<file path="config.mk">
export PLATFORM = sky130hd
export DESIGN_NAME = tie89_top
export DESIGN_NICKNAME = d
export VERILOG_FILES = /design/src/logic/tie89_pkg.sv /design/src/logic/tie89_gate_if.sv /design/src/logic/tie89_irq_gate.sv /design/src/logic/tie89_top.sv
export SDC_FILE = /design/constraint.sdc
export NUM_CORES = 1
export LEC_CHECK = 0
export BUFFER_PORTS_ARGS = -buffer_cell sky130_fd_sc_hd__buf_2
export CORE_ASPECT_RATIO = 1.25
export CORE_MARGIN = 5
export CORE_UTILIZATION = 51
export CTS_BUF_LIST = sky130_fd_sc_hd__clkbuf_2
export DETAILED_ROUTE_END_ITERATION = 8
export GPL_TIMING_DRIVEN = 0
export PLACE_DENSITY = 0.89
export SYNTH_ARGS = -nofsm -noshare
export SYNTH_HDL_FRONTEND = slang
export SYNTH_HIERARCHICAL = 1
export SYNTH_SLANG_ARGS = --single-unit
</file>
<file path="constraint.sdc">
create_clock -name clk_i -period 3.65 [get_ports clk_i]
set_input_delay 0.365 -clock clk_i [delete_from_list [all_inputs] [get_ports clk_i]]
set_output_delay 0.365 -clock clk_i [all_outputs]
set_load 0.03 [all_outputs]
</file>
<file path="src/logic/tie89_pkg.sv">
package tie89_pkg;
    // Register word addresses (byte offsets, word aligned)
    localparam logic [3:0] ADDR_ONE_SHOT_IRQ_ENABLE_CH8 = 4'h0;
    localparam logic [3:0] ADDR_COMPARE_IRQ_ENABLE_CH9 = 4'h4;
    // Field layout
    localparam int ONE_SHOT_BITS = 16;
    localparam int COMPARE_BITS = 6;
    localparam int REG_WIDTH = 16;
    // Reset values
    localparam logic [15:0] ONE_SHOT_ENABLE_RESET = 16'h0000;
    localparam logic [5:0] COMPARE_ENABLE_RESET = 6'h00;
    // Writable mask of the channel-9 register
    localparam logic [15:0] COMPARE_WRITE_MASK = 16'h003F;
endpackage : tie89_pkg

</file>
<file path="src/logic/tie89_gate_if.sv">
`timescale 1ns/10ps
`default_nettype none
interface tie89_gate_if;
    logic [15:0] one_shot_enable;
    logic [5:0] compare_enable;
    modport regs (output one_shot_enable, output compare_enable);
    modport gate (input one_shot_enable, input compare_enable);
endinterface : tie89_gate_if
`default_nettype wire

</file>
<file path="src/logic/tie89_irq_gate.sv">
`timescale 1ns/10ps
`default_nettype none
module tie89_irq_gate (
    // Clock and reset
    input wire logic clk_i,
    input wire logic rst_i,
    // Enables from the register file
    tie89_gate_if.gate en,
    // Flags from the status logic
    input wire logic [15:0] one_shot_flag_i,
    input wire logic [5:0] compare_flag_i,
    // Requests to the interrupt controller
    output logic [15:0] one_shot_irq_o,
    output logic [5:0] compare_irq_o
);
    logic [15:0] one_shot_irq_r;
    logic [15:0] one_shot_irq_nxt;
    logic [5:0] compare_irq_r;
    logic [5:0] compare_irq_nxt;

    always_comb begin
        one_shot_irq_nxt = one_shot_flag_i & en.one_shot_enable;
        compare_irq_nxt = compare_flag_i & en.compare_enable;
    end

    // Registered so requests are glitch free; one cycle of lag
    always_ff @(posedge clk_i) begin
        if (rst_i) begin
            one_shot_irq_r <= 16'h0000;
            compare_irq_r <= 6'h00;
        end else begin
            one_shot_irq_r <= one_shot_irq_nxt;
            compare_irq_r <= compare_irq_nxt;
        end
    end

    assign one_shot_irq_o = one_shot_irq_r;
    assign compare_irq_o = compare_irq_r;

    chk_oneshot_gate: assert property (@(posedge clk_i) disable iff (rst_i)
        ##1 one_shot_irq_o == ($past(one_shot_flag_i) & $past(en.one_shot_enable)))
        else $error("one-shot request not flag AND enable");
    chk_compare_gate: assert property (@(posedge clk_i) disable iff (rst_i)
        ##1 compare_irq_o == ($past(compare_flag_i) & $past(en.compare_enable)))
        else $error("compare request not flag AND enable");
    chk_disabled_quiet: assert property (@(posedge clk_i) disable iff (rst_i)
        (en.one_shot_enable == 16'h0000 && en.compare_enable == 6'h00)
        |=> (one_shot_irq_o == 16'h0000 && compare_irq_o == 6'h00))
        else $error("request while all enables clear");
    cov_oneshot_irq: cover property (@(posedge clk_i) disable iff (rst_i)
        one_shot_irq_o != 16'h0000);
    cov_compare_irq: cover property (@(posedge clk_i) disable iff (rst_i)
        compare_irq_o != 6'h00);
    cov_flag_blocked: cover property (@(posedge clk_i) disable iff (rst_i)
        (compare_flag_i != 6'h00) && (en.compare_enable == 6'h00));
endmodule : tie89_irq_gate
`default_nettype wire

</file>
<file path="src/logic/tie89_top.sv">
// What this block does
// - The 16-bit channel-8 enable register's bit n gates one-shot flag n, P at 15 to A at 0.
// - A channel-8 request is high only in the cycle after its flag and its enable were both 1.
// - All sixteen channel-8 enables reset to 0 and are read/write.
// - A channel-9 enable register whose bits 5..0 are read/write and gate compare flags F..A.
// - A channel-9 request is high only in the cycle after its flag and its enable were both 1.
// - All six channel-9 enables reset to 0.
// - Channel-9 bits 15..6 are read-only and always read 0.
`timescale 1ns/10ps
`default_nettype none
module tie89_top (
    // Clock and reset
    input wire logic clk_i,
    input wire logic rst_i,
    // Wishbone classic slave
    input wire logic wb_cyc_i,
    input wire logic wb_stb_i,
    input wire logic wb_we_i,
    input wire logic [3:0] wb_adr_i,
    input wire logic [3:0] wb_sel_i,
    input wire logic [31:0] wb_dat_i,
    output logic [31:0] wb_dat_o,
    output logic wb_ack_o,
    output logic wb_err_o,
    // Status flags from the timer channels
    input wire logic [15:0] one_shot_flag_i,
    input wire logic [5:0] compare_flag_i,
    // Interrupt requests
    output logic [15:0] one_shot_irq_o,
    output logic [5:0] compare_irq_o
);
    tie89_gate_if gate_bus ();

    logic [15:0] one_shot_en_r;
    logic [15:0] one_shot_en_nxt;
    logic [5:0] compare_en_r;
    logic [5:0] compare_en_nxt;
    logic ack_r;
    logic ack_nxt;
    logic err_r;
    logic err_nxt;
    logic [31:0] dat_r;
    logic [31:0] dat_nxt;
    logic req;
    logic hit8;
    logic hit9;

    function automatic logic [15:0] lane_merge(input logic [15:0] old_v, input logic [31:0] wd,
                                               input logic [3:0] sel);
        logic [15:0] res;
        res = old_v;
        if (sel[0]) begin
            res[7:0] = wd[7:0];
        end
        if (sel[1]) begin
            res[15:8] = wd[15:8];
        end
        return res;
    endfunction : lane_merge

    // New request only when no answer is pending, so each cycle gets one ack or err
    assign req = wb_cyc_i && wb_stb_i && !ack_r && !err_r;
    assign hit8 = (wb_adr_i == tie89_pkg::ADDR_ONE_SHOT_IRQ_ENABLE_CH8);
    assign hit9 = (wb_adr_i == tie89_pkg::ADDR_COMPARE_IRQ_ENABLE_CH9);

    always_comb begin
        one_shot_en_nxt = one_shot_en_r;
        compare_en_nxt = compare_en_r;
        ack_nxt = 1'b0;
        err_nxt = 1'b0;
        dat_nxt = dat_r;
        if (req) begin
            if (hit8) begin
                ack_nxt = 1'b1;
                if (wb_we_i) begin
                    one_shot_en_nxt = lane_merge(one_shot_en_r, wb_dat_i, wb_sel_i);
                end else begin
                    dat_nxt = {16'h0000, one_shot_en_r};
                end
            end else if (hit9) begin
                ack_nxt = 1'b1;
                if (wb_we_i) begin
                    // Reserved bits dropped whatever software writes
                    compare_en_nxt = 6'(lane_merge({10'h000, compare_en_r}, wb_dat_i,
                        wb_sel_i) & tie89_pkg::COMPARE_WRITE_MASK);
                end else begin
                    dat_nxt = {26'h0000000, compare_en_r};
                end
            end else begin
                err_nxt = 1'b1;
                dat_nxt = 32'h00000000;
            end
        end
    end

    always_ff @(posedge clk_i) begin
        if (rst_i) begin
            one_shot_en_r <= tie89_pkg::ONE_SHOT_ENABLE_RESET;
            compare_en_r <= tie89_pkg::COMPARE_ENABLE_RESET;
            ack_r <= 1'b0;
            err_r <= 1'b0;
            dat_r <= 32'h00000000;
        end else begin
            one_shot_en_r <= one_shot_en_nxt;
            compare_en_r <= compare_en_nxt;
            ack_r <= ack_nxt;
            err_r <= err_nxt;
            dat_r <= dat_nxt;
        end
    end

    assign wb_ack_o = ack_r;
    assign wb_err_o = err_r;
    assign wb_dat_o = dat_r;
    assign gate_bus.one_shot_enable = one_shot_en_r;
    assign gate_bus.compare_enable = compare_en_r;

    tie89_irq_gate i_tie89_irq_gate (
        .clk_i(clk_i),
        .rst_i(rst_i),
        .en(gate_bus.gate),
        .one_shot_flag_i(one_shot_flag_i),
        .compare_flag_i(compare_flag_i),
        .one_shot_irq_o(one_shot_irq_o),
        .compare_irq_o(compare_irq_o)
    );

    chk_reserved_zero: assert property (@(posedge clk_i) disable iff (rst_i)
        (wb_ack_o && $past(hit9) && !$past(wb_we_i)) |-> wb_dat_o[31:6] == 26'h0000000)
        else $error("reserved channel-9 bits read non-zero");
    chk_ch8_write: assert property (@(posedge clk_i) disable iff (rst_i)
        (req && hit8 && wb_we_i && wb_sel_i[1:0] == 2'b11)
        |=> one_shot_en_r == $past(wb_dat_i[15:0]))
        else $error("channel-8 write not stored");
    chk_ch9_write: assert property (@(posedge clk_i) disable iff (rst_i)
        (req && hit9 && wb_we_i && wb_sel_i[0]) |=> compare_en_r == $past(wb_dat_i[5:0]))
        else $error("channel-9 write not stored");
    chk_reset_clear: assert property (@(posedge clk_i)
        (!rst_i && $past(rst_i)) |-> (one_shot_en_r == 16'h0000 && compare_en_r == 6'h00))
        else $error("enables not clear after reset");
    chk_ack_once: assert property (@(posedge clk_i) disable iff (rst_i)
        wb_ack_o |=> !wb_ack_o)
        else $error("ack held two cycles");
    chk_ack_latency: assert property (@(posedge clk_i) disable iff (rst_i)
        (req && (hit8 || hit9)) |=> wb_ack_o)
        else $error("mapped access not acked next cycle");
    cov_ch8_write: cover property (@(posedge clk_i) disable iff (rst_i)
        req && hit8 && wb_we_i);
    cov_unmapped: cover property (@(posedge clk_i) disable iff (rst_i) wb_err_o);

    // Read path and lane merge, checked per register
    chk_ch8_read: assert property (@(posedge clk_i) disable iff (rst_i)
        (req && hit8 && !wb_we_i) |=> wb_dat_o == {16'h0000, $past(one_shot_en_r)})
        else $error("channel-8 read data wrong");
    chk_ch9_read: assert property (@(posedge clk_i) disable iff (rst_i)
        (req && hit9 && !wb_we_i) |=> wb_dat_o == {26'h0000000, $past(compare_en_r)})
        else $error("channel-9 read data wrong");
    chk_ch8_low_lane: assert property (@(posedge clk_i) disable iff (rst_i)
        (req && hit8 && wb_we_i) |=> one_shot_en_r[7:0] ==
        ($past(wb_sel_i[0]) ? $past(wb_dat_i[7:0]) : $past(one_shot_en_r[7:0])))
        else $error("channel-8 low lane merged wrong");
    chk_ch8_high_lane: assert property (@(posedge clk_i) disable iff (rst_i)
        (req && hit8 && wb_we_i) |=> one_shot_en_r[15:8] ==
        ($past(wb_sel_i[1]) ? $past(wb_dat_i[15:8]) : $past(one_shot_en_r[15:8])))
        else $error("channel-8 high lane merged wrong");
    chk_ch9_lane_off: assert property (@(posedge clk_i) disable iff (rst_i)
        (req && hit9 && wb_we_i && !wb_sel_i[0]) |=> $stable(compare_en_r))
        else $error("channel-9 changed without its byte lane");
    chk_ch8_keeps_ch9: assert property (@(posedge clk_i) disable iff (rst_i)
        (req && hit8 && wb_we_i) |=> $stable(compare_en_r))
        else $error("channel-8 write disturbed channel-9");
    chk_ch9_keeps_ch8: assert property (@(posedge clk_i) disable iff (rst_i)
        (req && hit9 && wb_we_i) |=> $stable(one_shot_en_r))
        else $error("channel-9 write disturbed channel-8");
    chk_read_keeps: assert property (@(posedge clk_i) disable iff (rst_i)
        (req && !wb_we_i) |=> ($stable(one_shot_en_r) && $stable(compare_en_r)))
        else $error("read changed an enable register");

    // Error path: unmapped offsets answer err and leave state alone
    chk_err_unmapped: assert property (@(posedge clk_i) disable iff (rst_i)
        (req && !hit8 && !hit9) |=> (wb_err_o && !wb_ack_o && wb_dat_o == 32'h00000000))
        else $error("unmapped access not answered with err");
    chk_err_keeps: assert property (@(posedge clk_i) disable iff (rst_i)
        (req && !hit8 && !hit9) |=> ($stable(one_shot_en_r) && $stable(compare_en_r)))
        else $error("unmapped access changed an enable register");
    chk_ack_err_excl: assert property (@(posedge clk_i) disable iff (rst_i)
        !(wb_ack_o && wb_err_o))
        else $error("ack and err together");
    chk_no_stray_ack: assert property (@(posedge clk_i) disable iff (rst_i)
        !req |=> (!wb_ack_o && !wb_err_o))
        else $error("answer without a taken request");
    // Read data must hold until the next read or unmapped access so a slow master still sees it
    chk_dat_hold: assert property (@(posedge clk_i) disable iff (rst_i)
        !(req && (!wb_we_i || !(hit8 || hit9))) |=> $stable(wb_dat_o))
        else $error("read data moved without a read");

    // Requests leave reset quiet, whatever the flags are doing
    chk_irq_reset_quiet: assert property (@(posedge clk_i)
        (!rst_i && $past(rst_i)) |-> (one_shot_irq_o == 16'h0000 && compare_irq_o == 6'h00))
        else $error("request high right after reset");

    // Per-line checks, so a failure points at one lane
    for (genvar i = 0; i < 16; i++) begin : g_one_shot_chk
        chk_one_shot_line: assert property (@(posedge clk_i) disable iff (rst_i)
            one_shot_irq_o[i] |-> ($past(one_shot_flag_i[i]) && $past(one_shot_en_r[i])))
            else $error("one-shot line high without flag and enable");
        chk_one_shot_mute: assert property (@(posedge clk_i) disable iff (rst_i)
            !one_shot_en_r[i] |=> !one_shot_irq_o[i])
            else $error("one-shot line high with enable clear");
        chk_one_shot_follow: assert property (@(posedge clk_i) disable iff (rst_i)
            (one_shot_flag_i[i] && one_shot_en_r[i]) |=> one_shot_irq_o[i])
            else $error("one-shot line late");
    end
    for (genvar i = 0; i < 6; i++) begin : g_compare_chk
        chk_compare_line: assert property (@(posedge clk_i) disable iff (rst_i)
            compare_irq_o[i] |-> ($past(compare_flag_i[i]) && $past(compare_en_r[i])))
            else $error("compare line high without flag and enable");
        chk_compare_mute: assert property (@(posedge clk_i) disable iff (rst_i)
            !compare_en_r[i] |=> !compare_irq_o[i])
            else $error("compare line high with enable clear");
        chk_compare_follow: assert property (@(posedge clk_i) disable iff (rst_i)
            (compare_flag_i[i] && compare_en_r[i]) |=> compare_irq_o[i])
            else $error("compare line late");
    end
endmodule : tie89_top
`default_nettype wire

</file>
==> impl_metrics.yaml, run 1 <==
outcome:
  status: "completed"
routing:
  wl_um: 6490
  avgRoutedWirePerCell_um: 15.2
  drt-initial-drc-count: 314
  vias_per_cell: 5.22
  vias: 2236
  drc: 0
  drt.antenna.violating_nets: 0
  drtPass1Iterations: 4
finish:
  stdcell_count: 428
  diodes: 0
  nets: 430
  drive_gt1_share_pct: 35.6
  areaGrowthSynthToFinish_pct: 26.1
  fin_area_um2: 3190
  final_util_pct: 67.0
  layout_commonest_cell: "buf_2"
  layout_common_cells: "buf_2, dfxtp_1, nand2b_1, nand4_1"
floorplan:
  fp.dieW_um: 73.0
  core_um2: 4760
  row_count: 28
  ioPinCount: 123
  initial_core_util_pct: 53.1
  chipHeight_um: 88.8
  dieArea_um2: 6480
place:
  place_area_um2: 3100
  dp_hpwl_um: 4990
  routabilityCongestion: 0.796
  post-place-cells: 412
  io_buffers: 87
yosys:
  synth_edf_count: 0
  yosysTopAreaCell: "dfxtp_1"
  synth_cells: 250
  synth_area_um2: 2530
  yosysWarnings: 6
  ys_seq_elements: 62
  syn_area_per_cell_um2: 10.1
  yosys-top-cells-area: "dfxtp_1, mux2i_1, and3b_1, nand2b_1, nand4_1"
  synthFlopType: "dfxtp_1"
  yosysUniqueCellTypes: 31
  seq_area_frac_synth_pct: 49.0
  synth_top_area_share_pct: 49.0
  async_flop_share_pct: 0
hold_path:
  holdPathStages: 2
  worstHoldEndpoint: "i_tie89_irq_gate/one_shot_irq_o[5]$_SDFF_PP0_"
  min_from: "one_shot_flag_i[5]"
  hold_class: "primary input to flip-flop"
worst_setup_path:
  reg2regPathDepth: 5
  crit_family: "simple AND/OR/NAND/NOR gates"
  setup.worst_path.start_class: "flip-flop"
  regToRegStartpoint: "wb_err_o$_SDFF_PP0_"
  end_kind: "flip-flop"
  arrival_ns: 2.01
  cpMaxStageDelayCell: "or3_1"
  worst_r2r_endpoint: "wb_dat_o[2]$_SDFFE_PP0P_"
  path_max_fanout: 7
  crit_start: "wb_err_o$_SDFF_PP0_"
  r2r_setup_slack_ns: 2.03
  cp.required_ns: 4.04
  cp_num_buf_inv: 2
  cpPeakStageDelay_ns: 0.38
  crit_path_cell_trace: "nand4bb_1, clkbuf_1, or3_1, buf_2, o32ai_1"
  crit_type: "flip-flop to flip-flop"
timing:
  tns_ns: 0
  rsz0062_at_grt: "false"
  skew_ns: 0.0205
  finalCritPeriodShare_pct: 44.5
  period_minus_slack_ns: 1.62
  drv_slew: 0
  fmax_mhz: 616
  hold_viol: 0
  setup_viol: 0
pwr:
  power.leakage_nw: 1.52
  cellPowerDensity_nw_per_um2: 362
  ir_drop_uv: 243
clock_tree:
  cts-htree-levels: 3
  clockBufferDepth: 2
  ctsHoldBuffers: 0
  numCtsBuffers: 9
  clk_pin_slew_ns: 0.20
  clock_sinks: 62
  cts_resized: 0
  worstSkewPairLatency_ns: 0.49
  clock-root-buffer: "clkbuf_2"
  cts_tree: "done"
  post-cts-setup-buffer-count: 0
global_routing:
  grt_pass1_wl_um: 10500
  grt_start_max_net_pins: 13
  grt-ovfl-total: 0
  grt_pass1_vias: 2303
  track_usage_pct: 20.9
  antenna_found_initial: 0
flow_run:
  max-cap-violations: 0
==> final cells by class <==
class / count / area, um^2
fill: 422 / 1570
timing repair buffer: 87 / 435
buffer: 37 / 220
clock buffer: 9 / 45.0
tap: 60 / 75.1
clock inverter: 7 / 50.0
multi-input combinational: 166 / 1130
sequential: 62 / 1240
==> worst max path at each step <==
stage,to,depth (start not counted)
floorplan,gate_bus.one_shot_enable[6]$_SDFFE_PP0P_,5
global placement,wb_dat_o[13]$_SDFFE_PP0P_,5
detailed placement,wb_dat_o[14]$_SDFFE_PP0P_,5
CTS,wb_dat_o[2]$_SDFFE_PP0P_,5
global route,wb_dat_o[4]$_SDFFE_PP0P_,5
finish,wb_dat_o[2]$_SDFFE_PP0P_,5
==> cell usage after synthesis (all sizes together) (2+ instances only) <==
master / count
and3b: 22
buf: 24
o32ai: 6
clkbuf: 13
nand4: 21
and2: 2
o21ai: 10
or3: 2
mux2i: 18
o31ai: 10
nand2: 2
nor3: 4
nand2b: 24
a21oi: 20
dfxtp: 62
==> flip-flops by register name (all words and copies together), names as in the netlist <==
| register | count |
|---|---|
| i_tie89_irq_gate/one_shot_irq_o | 16 |
| gate_bus.one_shot_enable | 16 |
| i_tie89_irq_gate/compare_irq_o | 6 |
| compare_en_r | 6 |
| wb_ack_o | 1 |
| wb_dat_o | 16 |
| wb_err_o | 1 |
==> per-layer routing <==
metal | vias up | track usage (%) | share of wire, %
met1 | 1008 | 24.9 | 40
met4 | 0 | 8.39 | 1.0
met3 | 8 | 7.05 | 11
met2 | 114 | 34.4 | 49
li1 | 1106 | - | -
met5 | - | 0 | 0
==> metrics by stage <==
step | power [mW] | setup slack, ns | hold WS (ns)
2_1_floorplan | 0.771 | 2.07 | 0.453
3_3_place_gp | 0.812 | 1.87 | 0.457
3_5_place_dp | 0.814 | 1.84 | 0.464
4_1_cts | 1.17 | 2.02 | 0.0580
5_1_grt | 1.22 | 1.90 | 0.0313
6_report | 1.16 | 2.03 | 0.0901
==> power by group <==
| part | internal, mW | switching [mW] |
|---|---|---|
| Sequential | 0.679 | 0.000717 |
| Clock | 0.0897 | 0.265 |
| Combinational | 0.0485 | 0.0742 |
==> cell families after synthesis <==
family | share of synthesized area [%]
flip-flops | 49.0
multiplexers | 7.12
AND/OR/NAND/NOR | 24.0
AO/OA/AOI/OAI | 11.0
buffers and inverters | 8.70
other | 0.148
Power figures use the tool's default switching activity.
==> run 2: changes to the inputs <==
Settings changed: ABC_AREA set to 1, CORE_UTILIZATION 51 to 48, PLACE_DENSITY 0.89 to 0.84.
Clock period 3.65 ns to 1.6 ns, I/O delays scaled along.
==> impl_metrics.yaml, run 2 <==
outcome:
  status: "completed"
yosys:
  synth_edf_count: 0
  yosysWarnings: 6
  yosysUniqueCellTypes: 23
  ys_seq_elements: 62
  yosys-top-cells-area: "dfxtp_1, nand2_1, nor2_1, buf_4, inv_1"
  async_flop_share_pct: 0
  synth_cells: 363
  synthFlopType: "dfxtp_1"
  yosysTopAreaCell: "dfxtp_1"
  yosys.cell_count.top_type: "nand2_1"
  synth_top_area_share_pct: 46.4
  syn_area_per_cell_um2: 7.36
  synth_common_cells: "nand2_1, nor2_1, dfxtp_1, inv_1, buf_4"
  seq_area_frac_synth_pct: 46.4
  synth_area_um2: 2670
timing:
  skew_ns: 0.0295
  hold_viol: 0
  drv_slew: 0
  rsz0062_at_grt: "false"
  tns_ns: 0
  whs_ns: 0.0338
  finalCritPeriodShare_pct: 83.8
  period_minus_slack_ns: 1.34
  setup_viol: 0
  fmax_mhz: 746
finish:
  areaGrowthSynthToFinish_pct: 39.0
  fillCellCount: 466
  layout_common_cells: "nand2_1, nor2_1, buf_2, dfxtp_1, dlygate4sd3_1"
  drive_gt1_share_pct: 28.3
  layout_commonest_cell: "nand2_1"
  nets: 582
  diodes: 0
floorplan:
  chipHeight_um: 93.4
  ioPinCount: 123
  fp.dieW_um: 76.7
  initial_core_util_pct: 49.4
  dieArea_um2: 7170
  row_count: 30
  core_um2: 5410
global_routing:
  grt_pass1_vias: 2602
  track_usage_pct: 19.7
  antenna_found_initial: 0
  met3_usage_pct: 6.65
  grt_util_met2_pct: 37.1
  grt_pass1_wl_um: 11400
  grt-ovfl-total: 0
  use_met1_pct: 19.8
  grt_start_max_net_pins: 11
  grt-busiest-layer: "met2"
worst_setup_path:
  cpPeakStageDelay_ns: 0.34
  cp.required_ns: 1.97
  cpMaxStageDelayCell: "nor3_2"
  crit_family: "simple AND/OR/NAND/NOR gates"
  cp_num_buf_inv: 2
  end_kind: "flip-flop"
  crit_type: "flip-flop to flip-flop"
  setup.worst_path.start_class: "flip-flop"
  path_max_fanout: 10
  crit_path_cell_trace: "inv_1, nand2_2, nor3_2, buf_4, nand3_1, nand2_1, nor2_1"
  arrival_ns: 1.71
routing:
  drt-initial-drc-count: 104
  drt.antenna.violating_nets: 0
  drc: 0
  avgRoutedWirePerCell_um: 11.7
  wl_um: 6850
  vias: 2611
  vias_per_cell: 4.47
  drtPass1Iterations: 4
pwr:
  power.leakage_nw: 1.92
  ir_drop_uv: 384
  cellPowerDensity_nw_per_um2: 730
clock_tree:
  worstSkewPairLatency_ns: 0.47
  clk_pin_slew_ns: 0.16
  numCtsBuffers: 9
  cts_tree: "done"
  post-cts-setup-buffer-count: 0
  cts_resized: 0
  clock_sinks: 62
  cts-htree-levels: 3
  clock-root-buffer: "clkbuf_2"
  clockBufferDepth: 2
place:
  routabilityCongestion: 0.928
  io_buffers: 87
  dp_hpwl_um: 5040
flow_run:
  max-cap-violations: 0
hold_path:
  hold_class: "primary input to flip-flop"
## run 2: power breakdown
| group | internal [mW] | total, mW | switching, mW |
|---|---|---|---|
| registers | 1.56 | 1.57 | 0.00791 |
| logic | 0.187 | 0.415 | 0.228 |
| clock network | 0.191 | 0.727 | 0.537 |
## run 2: path summary, 6_finish.rpt
kind	from	end	slack, ns	cells past startpoint
worst min register to register	gate_bus.one_shot_enable[10]$_SDFFE_PP0P_	i_tie89_irq_gate/one_shot_irq_o[10]$_SDFF_PP0_	0.44	2
worst max register to register	wb_err_o$_SDFF_PP0_	compare_en_r[1]$_SDFFE_PP0P_	0.26	7
worst max-delay path	wb_err_o$_SDFF_PP0_	compare_en_r[1]$_SDFFE_PP0P_	0.26	7
worst min-delay path	wb_dat_i[2]	gate_bus.one_shot_enable[2]$_SDFFE_PP0P_	0.03	5
## run 2: cell families (layout without fill, tap and decap cells)
family                 count (synthesis)  count (layout)  share of synthesized area [%]
other                                  1              16                          0.140
DFF                                   62              62                           46.4
AOI/OAI and AO/OA                     11              11                           2.06
buffers and inverters                 65             207                           14.0
and+or+nand+nor                      224             224                           37.4
## run 2: area by class of cell
cell class              instances  area, um^2  area share (%)
multi-input cells             251        1110            30.0
clock inverters                 6        28.8           0.775
plain buffers                  30         238            6.40
repair buffers                126         826            22.2
clock buffers                  10        50.0            1.35
inverters                      35         136            3.67
flip-flops and latches         62        1240            33.4
well taps                      64        80.1            2.16
## run 2: per-stage QoR
step | power (mW) | utilization (%) | setup slack, ns | instances | instance area [um^2]
floorplan | 1.84 | - | 0.367 | 378 | 2730
global placement | 1.94 | 60.0 | 0.309 | 529 | 3240
detailed placement | 1.94 | 60.0 | 0.273 | 529 | 3240
finish | 2.71 | 68.7 | 0.260 | 584 | 3710
CTS | 2.73 | 68.7 | 0.263 | 584 | 3710
global route | 2.85 | 68.7 | 0.173 | 584 | 3710
## run 2: worst min-delay path: cells and delay by family
family        cells  cell delay (ns)
simple gates      3             0.20
buf+inv           2             0.12
## run 2: per-layer routing
metal | share of wire [%] | wire length [um] | up-vias
met5 | 0 | 0 | -
met4 | 1.8 | 126 | 0
met3 | 6.9 | 473 | 14
met2 | 54 | 3670 | 83
met1 | 38 | 2580 | 1147
li1 | - | - | 1367
## run 2: repair_timing
action                                  CTS  global route
endpoints found under the setup margin    0             0
hold endpoints to repair                 37             0
hold buffers                             39             0
==> run 3: changes to the inputs <==
Settings changed: ABC_AREA 1 to 0, CORE_UTILIZATION 48 to 47, PLACE_DENSITY 0.84 to 0.83.
Clock period 1.6 ns to 1.3 ns, I/O delays scaled along.
==> impl_metrics.yaml, run 3 (synthesis results as in run 1) <==
routing:
  drt.antenna.violating_nets: 0
  drc: 0
  avgRoutedWirePerCell_um: 17.4
  wl_um: 8310
  drtPass1Iterations: 4
  vias_per_cell: 5.36
  drt-initial-drc-count: 205
  vias: 2561
finish:
  stdcell_count: 478
  fin_area_um2: 3990
  areaGrowthSynthToFinish_pct: 57.8
  drive_gt1_share_pct: 43.7
  nets: 476
  final-seq-area_um2: 1250
  diodes: 0
  layout_commonest_cell: "buf_2"
  multiInputGateArea_um2: 1350
  fillCellCount: 373
  layout_common_cells: "buf_2, dfxtp_1, dlygate4sd3_1, nand2b_1, buf_4"
worst_setup_path:
  crit_type: "flip-flop to flip-flop"
  setup.worst_path.start_class: "flip-flop"
  arrival_ns: 1.85
  cpPeakStageDelay_ns: 0.40
  cp.required_ns: 1.75
  end_kind: "flip-flop"
  path_max_fanout: 6
  crit_path_cell_trace: "nand4bb_1, clkbuf_8, or3_4, o32ai_2"
  cpMaxStageDelayCell: "or3_4"
pwr:
  ir_drop_uv: 588
  cellPowerDensity_nw_per_um2: 926
  p_total_mw: 3.70
  power.leakage_nw: 1.81
clock_tree:
  cts-htree-levels: 3
  clock_sinks: 62
  numCtsBuffers: 9
  worstSkewPairLatency_ns: 0.52
  clk_pin_slew_ns: 0.19
  clockBufferDepth: 2
  cts_tree: "done"
  clock-root-buffer: "clkbuf_2"
place:
  routabilityCongestion: 0.789
  dp_hpwl_um: 4850
  io_buffers: 87
  post-place-cells: 416
  place_area_um2: 3180
global_routing:
  grt_start_max_net_pins: 14
  track_usage_pct: 23.3
  grt-busiest-layer: "met2"
  met3_usage_pct: 4.39
  grt_util_met2_pct: 41.9
  grt-ovfl-total: 0
  antenna_found_initial: 0
  grt_pass1_vias: 2629
  grt_pass1_wl_um: 12400
  use_met1_pct: 25.1
timing:
  tightest_slew_ns: 0.647
  period_minus_slack_ns: 1.41
  setup_viol: 30
  drv_slew: 0
  skew_ns: 0.0237
  setup_slack_ns: -0.108
  finalCritPeriodShare_pct: 108
  rsz0062_at_grt: "true"
  slew_headroom_pct: 56.3
  whs_ns: 0.0274
  fmax_mhz: 710
  hold_viol: 0
floorplan:
  initial_core_util_pct: 47.5
  chipHeight_um: 92.1
  fp.dieW_um: 75.6
  core_um2: 5330
  row_count: 30
  ioPinCount: 123
  dieArea_um2: 6960
flow_run:
  max-cap-violations: 0
hold_path:
  hold_class: "primary input to flip-flop"
outcome:
  status: "finished with violations"
  violations: "negative setup slack"
-- run 3: per-stage QoR --
stage	util [%]	setup slack, ns	TNS [ns]
final	74.9	-0.108	-1.55
after global routing	74.9	-0.158	-3.07
after CTS	72.6	-0.118	-1.46
after detailed placement	59.6	-0.269	-6.59
after global placement	59.6	-0.241	-5.14
after floorplan	-	-0.168	-1.17
-- run 3: per-layer routing --
layer,routed length [um],share of wire [%],up-vias
li1,-,-,1201
met1,2990,36,1203
met2,4570,55,136
met3,542,6.5,21
met4,197,2.4,0
met5,0,0,-
-- run 3: final timing paths --
path                             start                                              to  slack [ns]  cells past startpoint
max                wb_ack_o$_SDFF_PP0_                        wb_dat_o[2]$_SDFFE_PP0P_       -0.11                      4
min                              rst_i  i_tie89_irq_gate/one_shot_irq_o[15]$_SDFF_PP0_        0.03                      2
max reg2reg        wb_ack_o$_SDFF_PP0_                        wb_dat_o[2]$_SDFFE_PP0P_       -0.11                      4
min reg2reg  wb_dat_o[11]$_SDFFE_PP0P_                       wb_dat_o[11]$_SDFFE_PP0P_        0.47                      2
-- run 3: worst max-delay path: cells and delay by family (launching register included) --
family	cells	cell delay, ns
AO/OA/AOI/OAI	1	0.22
buffers and inverters	1	0.17
flip-flops	1	0.37
AND/OR/NAND/NOR	2	0.59
-- run 3: report_power, final --
group / switching, mW / total, mW / internal, mW / leakage [nW]
combinational: 0.275 / 0.530 / 0.255 / 1.24
sequential: 0.00231 / 1.91 / 1.90 / 0.502
clock: 0.797 / 1.26 / 0.465 / 0.0695
-- run 3: timing repair --
action | in CTS | in global routing
pin swaps | 6 | 11
setup endpoints to repair | 30 | 38
resized for setup | 42 | 31
hold buffers | 42 | 0
hold endpoints to repair | 46 | 0
setup buffers | 3 | 1
gates cloned | 0 | 1
-- run 3: cell type report --
type	count	share of cell area (%)
multi-input combinational	166	33.7
sequential	62	31.4
timing repair buffer	134	22.7
buffer	36	7.14
clock inverter	7	2.01
tap	64	2.01
clock buffer	9	1.13
